**src/inc/hplr_map.vh**
```
// Constants for the hold packet local responder
`ifndef HPLR_MAP_VH
`define HPLR_MAP_VH
`define HPLR_CLK_PERIOD_NS   100
`define HPLR_MS_TIME_NS      1000000
`define HPLR_MS_CYCLES       (`HPLR_MS_TIME_NS / `HPLR_CLK_PERIOD_NS)
`define HPLR_MS_PER_S        1000
`define HPLR_CNT_W           13
`define HPLR_CFG_MAX         13'h1FFE
`define HPLR_NET_PERIOD_DEF  13'h000A
`define HPLR_NET_TMO_DEF     13'h000A
`define HPLR_POLL_PER_DEF    13'h00C8
`define HPLR_REPLY_TMO_DEF   13'h01F4
`define HPLR_TERM_ADDR_DEF   8'h01
`define HPLR_ENABLE_DEF      1'b0
`endif

```
**src/core/hplr_tick.v**
```verilog
// Millisecond and second tick generator
`timescale 1ns/100ps
`default_nettype none
`include "hplr_map.vh"
module hplr_tick #(
    parameter integer MS_CYCLES = `HPLR_MS_CYCLES,
    parameter integer MS_PER_S  = `HPLR_MS_PER_S
) (
    input  wire clk_sys,
    input  wire rst,
    output reg  ms_tick_q,
    output reg  s_tick_q
);
    reg [23:0] cyc_q;
    reg [15:0] ms_q;

    // Divide the system clock into one-cycle tick pulses
    always @(posedge clk_sys or posedge rst) begin
        if (rst) begin
            cyc_q     <= 24'h000000;
            ms_q      <= 16'h0000;
            ms_tick_q <= 1'b0;
            s_tick_q  <= 1'b0;
        end else begin
            ms_tick_q <= 1'b0;
            s_tick_q  <= 1'b0;
            if (cyc_q == MS_CYCLES[23:0] - 24'h000001) begin
                cyc_q     <= 24'h000000;
                ms_tick_q <= 1'b1;
                if (ms_q == MS_PER_S[15:0] - 16'h0001) begin
                    ms_q     <= 16'h0000;
                    s_tick_q <= 1'b1;
                end else begin
                    ms_q <= ms_q + 16'h0001;
                end
            end else begin
                cyc_q <= cyc_q + 24'h000001;
            end
        end
    end
endmodule // hplr_tick
`default_nettype wire

```
**src/core/hplr_top.v**
```verilog
// Hold packet local responder, master side and slave side
`timescale 1ns/100ps
`default_nettype none
`include "hplr_map.vh"
module hplr_top #(
    parameter integer SLV_W     = 2,
    parameter integer MS_CYCLES = `HPLR_MS_CYCLES,
    parameter integer MS_PER_S  = `HPLR_MS_PER_S
) (
    input  wire             clk_sys,
    input  wire             rst,
    input  wire             role_master,
    input  wire             local_hold_emulation_enable,
    input  wire [12:0]      network_hold_period,
    input  wire [12:0]      network_hold_timeout,
    input  wire [12:0]      local_poll_period,
    input  wire [12:0]      local_reply_timeout,
    input  wire [7:0]       terminal_addr,
    input  wire             ser_hold_valid,
    input  wire [SLV_W-1:0] ser_hold_slave,
    output reg              ser_reply_valid_q,
    output reg  [SLV_W-1:0] ser_reply_slave_q,
    output reg              ser_fwd_valid_q,
    output reg  [SLV_W-1:0] ser_fwd_slave_q,
    output reg              net_hold_valid_q,
    output reg  [SLV_W-1:0] net_hold_slave_q,
    input  wire             net_reply_valid,
    input  wire [SLV_W-1:0] net_reply_slave,
    output wire [(1<<SLV_W)-1:0] slave_alive,
    output reg              poll_valid_q,
    output reg  [7:0]       poll_addr_q,
    input  wire             rtu_reply_valid,
    output reg              rtu_alive_q,
    input  wire             radio_hold_valid,
    output reg              radio_answer_valid_q,
    output reg              radio_fwd_valid_q
);
    localparam integer NUM = 1 << SLV_W;

    wire ms_tick;
    wire s_tick;
    wire emu_m = local_hold_emulation_enable & role_master;
    wire emu_s = local_hold_emulation_enable & ~role_master;

    // Limit a configured count to the legal range, zero counts as one
    function [12:0] clampf;
        input [12:0] v;
        begin
            if (v > `HPLR_CFG_MAX)
                clampf = `HPLR_CFG_MAX;
            else if (v == 13'h0000)
                clampf = 13'h0001;
            else
                clampf = v;
        end
    endfunction

    wire [12:0] net_per  = clampf(network_hold_period);
    wire [12:0] net_tmo  = clampf(network_hold_timeout);
    wire [12:0] poll_per = clampf(local_poll_period);
    wire [12:0] rep_tmo  = clampf(local_reply_timeout);

    // Shared timebase
    hplr_tick #(
        .MS_CYCLES (MS_CYCLES),
        .MS_PER_S  (MS_PER_S)
    ) u_tick (
        .clk_sys   (clk_sys),
        .rst       (rst),
        .ms_tick_q (ms_tick),
        .s_tick_q  (s_tick)
    );

    // ---------------- Master side ----------------
    wire [NUM-1:0]   pend_vec;
    wire [NUM-1:0]   alive_vec;
    reg  [SLV_W-1:0] grant;
    reg              send_now;
    integer          i;

    // Lowest pending slave wins the network slot
    always @* begin
        grant    = {SLV_W{1'b0}};
        send_now = 1'b0;
        for (i = NUM - 1; i >= 0; i = i - 1) begin
            if (pend_vec[i]) begin
                grant    = i[SLV_W-1:0];
                send_now = emu_m;
            end
        end
    end

    assign slave_alive = alive_vec;

    genvar g;
    generate
        for (g = 0; g < NUM; g = g + 1) begin : g_slv
            localparam integer     GI  = g;
            localparam [SLV_W-1:0] IDX = GI[SLV_W-1:0];
            reg  [12:0] per_q;
            reg  [12:0] tmo_q;
            reg         wait_q;
            reg         alive_q;
            reg         pend_q;
            wire        sent   = send_now && (grant == IDX);
            wire        got    = net_reply_valid && (net_reply_slave == IDX) && wait_q;
            wire        expire = wait_q && s_tick && (tmo_q + 13'h0001 >= net_tmo);

            assign pend_vec[g]  = pend_q;
            assign alive_vec[g] = alive_q;

            // Network period, timeout and liveness per slave
            always @(posedge clk_sys or posedge rst) begin
                if (rst) begin
                    per_q   <= 13'h0000;
                    tmo_q   <= 13'h0000;
                    wait_q  <= 1'b0;
                    alive_q <= 1'b1;
                    pend_q  <= 1'b0;
                end else if (!emu_m) begin
                    per_q   <= 13'h0000;
                    tmo_q   <= 13'h0000;
                    wait_q  <= 1'b0;
                    alive_q <= 1'b1;
                    pend_q  <= 1'b0;
                end else begin
                    if (s_tick) begin
                        if (per_q + 13'h0001 >= net_per) begin
                            per_q  <= 13'h0000;
                            pend_q <= 1'b1;
                        end else begin
                            per_q <= per_q + 13'h0001;
                        end
                    end
                    if (sent) begin
                        pend_q <= 1'b0;
                        wait_q <= 1'b1;
                        tmo_q  <= 13'h0000;
                    end else if (got || expire) begin
                        wait_q <= 1'b0;
                    end else if (wait_q && s_tick) begin
                        tmo_q <= tmo_q + 13'h0001;
                    end
                    // Reply beats expiry, even when a new send starts
                    if (got) begin
                        alive_q <= 1'b1;
                    end else if (expire) begin
                        alive_q <= 1'b0;
                    end
                end
            end
        end
    endgenerate

    // Serial hold handling and network send on the master side
    always @(posedge clk_sys or posedge rst) begin
        if (rst) begin
            ser_reply_valid_q <= 1'b0;
            ser_reply_slave_q <= {SLV_W{1'b0}};
            ser_fwd_valid_q   <= 1'b0;
            ser_fwd_slave_q   <= {SLV_W{1'b0}};
            net_hold_valid_q  <= 1'b0;
            net_hold_slave_q  <= {SLV_W{1'b0}};
        end else begin
            ser_reply_valid_q <= 1'b0;
            ser_fwd_valid_q   <= 1'b0;
            net_hold_valid_q  <= send_now;
            if (send_now) begin
                net_hold_slave_q <= grant;
            end
            if (ser_hold_valid && role_master) begin
                if (!local_hold_emulation_enable) begin
                    ser_fwd_valid_q <= 1'b1; // Plain forwarding
                    ser_fwd_slave_q <= ser_hold_slave;
                end else if (alive_vec[ser_hold_slave]) begin
                    ser_reply_valid_q <= 1'b1;
                    ser_reply_slave_q <= ser_hold_slave;
                end
            end
        end
    end

    // ---------------- Slave side ----------------
    reg [12:0] poll_cnt_q;
    reg [12:0] rep_cnt_q;
    reg        rep_wait_q;
    wire       poll_fire = emu_s && ms_tick && (poll_cnt_q + 13'h0001 >= poll_per);
    wire       rep_got   = rtu_reply_valid && rep_wait_q;
    wire       rep_exp   = rep_wait_q && ms_tick && (rep_cnt_q + 13'h0001 >= rep_tmo);

    // Terminal polling, reply watch and radio hold answers
    always @(posedge clk_sys or posedge rst) begin
        if (rst) begin
            poll_cnt_q           <= 13'h0000;
            rep_cnt_q            <= 13'h0000;
            rep_wait_q           <= 1'b0;
            rtu_alive_q          <= 1'b1;
            poll_valid_q         <= 1'b0;
            poll_addr_q          <= `HPLR_TERM_ADDR_DEF;
            radio_answer_valid_q <= 1'b0;
            radio_fwd_valid_q    <= 1'b0;
        end else begin
            poll_valid_q         <= 1'b0;
            radio_answer_valid_q <= 1'b0;
            radio_fwd_valid_q    <= 1'b0;
            if (!emu_s) begin
                poll_cnt_q  <= 13'h0000;
                rep_cnt_q   <= 13'h0000;
                rep_wait_q  <= 1'b0;
                rtu_alive_q <= 1'b1;
            end else begin
                if (poll_fire) begin
                    poll_cnt_q   <= 13'h0000;
                    poll_valid_q <= 1'b1;
                    poll_addr_q  <= terminal_addr;
                end else if (ms_tick) begin
                    poll_cnt_q <= poll_cnt_q + 13'h0001;
                end
                if (rep_got) begin
                    rtu_alive_q <= 1'b1;
                end else if (rep_exp) begin
                    rtu_alive_q <= 1'b0;
                end
                if (poll_fire) begin
                    rep_wait_q <= 1'b1;
                    rep_cnt_q  <= 13'h0000;
                end else if (rep_got || rep_exp) begin
                    rep_wait_q <= 1'b0;
                end else if (rep_wait_q && ms_tick) begin
                    rep_cnt_q <= rep_cnt_q + 13'h0001;
                end
            end
            // Radio holds on the slave side: forwarded with emulation off, answered while the terminal is alive
            if (radio_hold_valid && !role_master) begin
                if (!local_hold_emulation_enable) begin
                    radio_fwd_valid_q <= 1'b1;
                end else if (rtu_alive_q) begin
                    radio_answer_valid_q <= 1'b1;
                end
            end
        end
    end
endmodule // hplr_top
`default_nettype wire

```
**config.mk**
```make
export PLATFORM = sky130hd
export DESIGN_NAME = hplr_top
export DESIGN_NICKNAME = d
export VERILOG_FILES = /design/src/core/hplr_tick.v /design/src/core/hplr_top.v
export VERILOG_INCLUDE_DIRS = /design/src /design/src/inc
export SDC_FILE = /design/constraint.sdc
export NUM_CORES = 1
export LEC_CHECK = 0
export ABC_CLOCK_PERIOD_IN_PS = 7350
export CAP_MARGIN = 15
export CORE_AREA = 8 8 167 169
export DETAILED_ROUTE_END_ITERATION = 7
export DIE_AREA = 0 0 175 177
export DONT_BUFFER_PORTS = 1
export HOLD_SLACK_MARGIN = 0.12
export PLACE_DENSITY = 0.77
export RECOVER_POWER = 100
export SLEW_MARGIN = 20
export SYNTH_ARGS = -nofsm -noshare
export SYNTH_HDL_FRONTEND = slang
export SYNTH_SLANG_ARGS = --single-unit
```
**constraint.sdc**
```tcl
create_clock -name clk_sys -period 7.35 [get_ports clk_sys]
set_clock_uncertainty 0.2 [all_clocks]
set_input_delay 0.735 -clock clk_sys [delete_from_list [all_inputs] [get_ports clk_sys]]
set_output_delay 0.735 -clock clk_sys [all_outputs]
set_load 0.02 [all_outputs]
```
==> results.json <==
{
  "ir_worst_vdd_v": 0.000164,
  "totalWireLength_um": 33200,
  "avgSynthCellArea_um2": 9.04,
  "worstHoldEndpoint": "ser_fwd_slave_q[0]$_DFFE_PP0P_",
  "intPower_uw": 1930,
  "syn_area_um2": 14400,
  "fin_nets": 1775,
  "critPathCaptureType": "register",
  "crit_type": "register to register",
  "grt_pass1_vias": 11300,
  "rsz0062_at_grt": "no",
  "die_w_um": 175,
  "holdPathStages": 1,
  "maxSlewViolCount": 77,
  "seqPwrFrac": 0.458,
  "diodes": 0,
  "rr_endpoint": "g_slv[1].tmo_q[12]$_DFFE_PP0P_",
  "yosysWarnings": 0,
  "status": "finished, violations left",
  "hold_viol_final": 0,
  "crit_slowest_cell": "a21oi_1",
  "r2r_slack_ns": 2.34,
  "setup_viol": 0,
  "crit_chain": "ha_1, nand3_1, nor2_1, and3_1, and3_1, and3_1, xor2_1, ha_1, nand4_1, nor2_1, a211oi_1, nand3_1, a21oi_1, a21oi_1, a31o_2",
  "ys.flop_type": "dfrtp_1",
  "drc_errors": 0,
  "sw_frac_of_total": 0.231,
  "synth_area_leader_cell": "dfrtp_1",
  "yosys.area_share.simple": 0.214,
  "post_cts_buffers": 0,
  "htree_num_levels": 1,
  "yosys-top-cells-area": "dfrtp_1 (35%), ha_1 (11%), xnor2_1 (7.5%)",
  "synth_edf_count": 0,
  "wl_per_cell_um": 17.2,
  "synth_cell_type_count": 77,
  "power_leakage_uw": 0.00738,
  "antenna_found_initial": 0,
  "synthAdderAreaFrac": 0.110,
  "min_from": "ser_hold_slave[0]",
  "worst_setup_path_start_kind": "register",
  "grt_max_degree": 127,
  "whs_ns": 0.167,
  "post_cts_resized": 0,
  "rr_worst_depth": 15,
  "relSlewSlack": -0.270,
  "crit_required_ns": 7.56,
  "synthesis.nets": 1787,
  "max_cap_violations": 4,
  "drive_gt1_frac": 0.0565,
  "p_sw_uw": 580,
  "track_usage": 0.211,
  "setup_tns_ns": 0,
  "synth_compound_area_frac": 0.151,
  "drt_pass1_iterations": 5,
  "core_area_um2": 25500,
  "fmax_ghz": 0.199,
  "grt_pass1_wl_um": 55400,
  "place_congestion": 0.859,
  "clk_pin_slew_ns": 0.06,
  "io_buffers": 0,
  "tightest_slew_ns": 1.89,
  "power_per_cell_area_nw_per_um2": 163,
  "first_iter_violations": 807,
  "yosysTopAreaCellShare": 0.349,
  "syn2layout_area_growth_pct": 6.96,
  "synthArstFlopShare": 1.00,
  "root_buffer": "clkbuf_16",
  "pwr-share-clk": 0.493,
  "finalCriticalPeriod_ns": 5.01,
  "via_per_inst": 6.01,
  "violations": "capacitance limit, slew limit",
  "vias": 11600,
  "final_cell_mix": "dfrtp_1 (200), nor2_1 (137), ha_1 (126)",
  "crit_buf_inv": 0,
  "muxShareOfSynthArea": 0.0137,
  "rows": 59,
  "start_util": 0.564,
  "clk_latency_ns": 0.52,
  "mostFrequentLayoutCell": "dfrtp_1",
  "hpwl_um": 24100,
  "hold_buffers": 4,
  "cts_sinks": 206,
  "power.total_uw": 2510,
  "ios": 97,
  "finalInstanceArea_um2": 15400,
  "cts_buffers": 25,
  "cp_max_fo": 22,
  "arrival_ns": 5.22,
  "synth_seq_cells": 206,
  "cts_tree": "built",
  "dpl_cell_area_um2": 14600,
  "comb_power_share": 0.048,
  "hp-class": "input pin to register",
  "ys_seq_area_frac": 0.360,
  "overflow": 0,
  "synthCells": 1589,
  "period_share": 0.682,
  "synth_xor_area_frac": 0.112,
  "worst_path_most_repeated_cell": "and3_1",
  "slowest_delay_ns": 1.25,
  "die_h_um": 177,
  "cts_buffer_depth": 3,
  "cp_top_family": "compound AO/OA/AOI/OAI gates",
  "drt.antenna.violating_nets": 0,
  "synth_top_family_by_area": "simple AND/OR/NAND/NOR gates",
  "rr_startpoint": "g_slv[1].tmo_q[0]$_DFFE_PP0P_",
  "die-area_um2": 31000
}
kinds of logic after synthesis:
group,after synthesis
DFF,206
adders and majority gates,127
xor gates and xnor gates,183
muxes,18
buffers and inverters,138
AOI/OAI and AO/OA,322
and+or+nand+nor,595
cell type report:
class,instances,area [um^2]
fill,2201,10100
multi-input combinational,1245,8530
sequential,206,5160
clock buffer,35,723
tap,335,419
inverter,91,349
clock inverter,9,110
timing repair buffer,8,66.3
state kept, by name, summed over array words and instances, names as in the netlist, 2 cells and up:
register and count:
poll_cnt_q 13, rep_cnt_q 13, ser_fwd_slave_q 2, g_slv.tmo_q 52, ser_reply_slave_q 2, g_slv.alive_q 4, poll_addr_q 8, u_tick.ms_q 16
u_tick.cyc_q 24, g_slv.per_q 52, g_slv.pend_q 4, net_hold_slave_q 2, g_slv.wait_q 4
cells in the mapped netlist (4+ instances only):
library cell / instances
and3_1: 59
clkbuf_1: 26
o211ai_1: 11
or3_1: 4
buf_2: 12
or2_2: 6
ha_1: 126
nand4_1: 30
a211oi_1: 10
a31o_2: 13
mux2_2: 13
xor2_1: 60
o31ai_1: 16
buf_4: 8
nand2b_1: 13
dfrtp_1: 200
a211o_1: 5
nor3b_1: 11
nor2b_1: 17
o22ai_1: 6
a21oi_1: 80
and4_1: 4
nand3_1: 102
o21a_1: 8
nor3_1: 29
o21ai_0: 62
a21bo_2: 4
nand2_1: 122
nor2_1: 138
xnor2_1: 123
a31oi_1: 10
nand3b_1: 8
a21o_1: 36
nor4_1: 21
mux2i_1: 5
dfstp_2: 6
a22o_1: 30
inv_1: 91
per-layer routing:
metal  part of all wire  GRT usage  vias to the layer above
met2               0.47      0.349                      294
li1                   -          -                     5673
met3              0.059     0.0311                       59
met1               0.45      0.282                     5568
met4              0.024     0.0653                        0
met5                  0          0                        -
power by group through the flow:
stage	Combinational, uW	Sequential [uW]	Clock [uW]
2_1_floorplan	87.7	1170	0
3_3_place_gp	116	1170	0
3_5_place_dp	120	1170	0
4_1_cts	122	1150	1270
5_1_grt	137	1150	1310
6_report	121	1150	1240
worst max-delay path by stage:
stage               cells past startpoint                              to                          start  slack [ns]
global route                           15   g_slv[1].tmo_q[9]$_DFFE_PP0P_  g_slv[1].tmo_q[0]$_DFFE_PP0P_        1.81
floorplan                               1     g_slv[0].pend_q$_DFFE_PP0P_                            rst        0.80
CTS                                    14   g_slv[0].tmo_q[3]$_DFFE_PP0P_  g_slv[0].tmo_q[0]$_DFFE_PP0P_        2.92
global placement                       15   g_slv[1].tmo_q[4]$_DFFE_PP0P_  g_slv[1].tmo_q[0]$_DFFE_PP0P_        3.09
finish                                 15  g_slv[1].tmo_q[12]$_DFFE_PP0P_  g_slv[1].tmo_q[0]$_DFFE_PP0P_        2.34
detailed placement                     14   g_slv[0].tmo_q[3]$_DFFE_PP0P_  g_slv[0].tmo_q[0]$_DFFE_PP0P_        2.93
stage by stage:
stage	worst slack [ns]	cells	util
3_3_place_gp	3.09	1881	0.573
3_5_place_dp	2.93	1881	0.573
5_1_grt	1.81	1929	0.603
6_report	2.34	1929	0.603
4_1_cts	2.92	1929	0.607
2_1_floorplan	0.801	1589	-
Note: power is estimated with default switching activity, not from simulation.
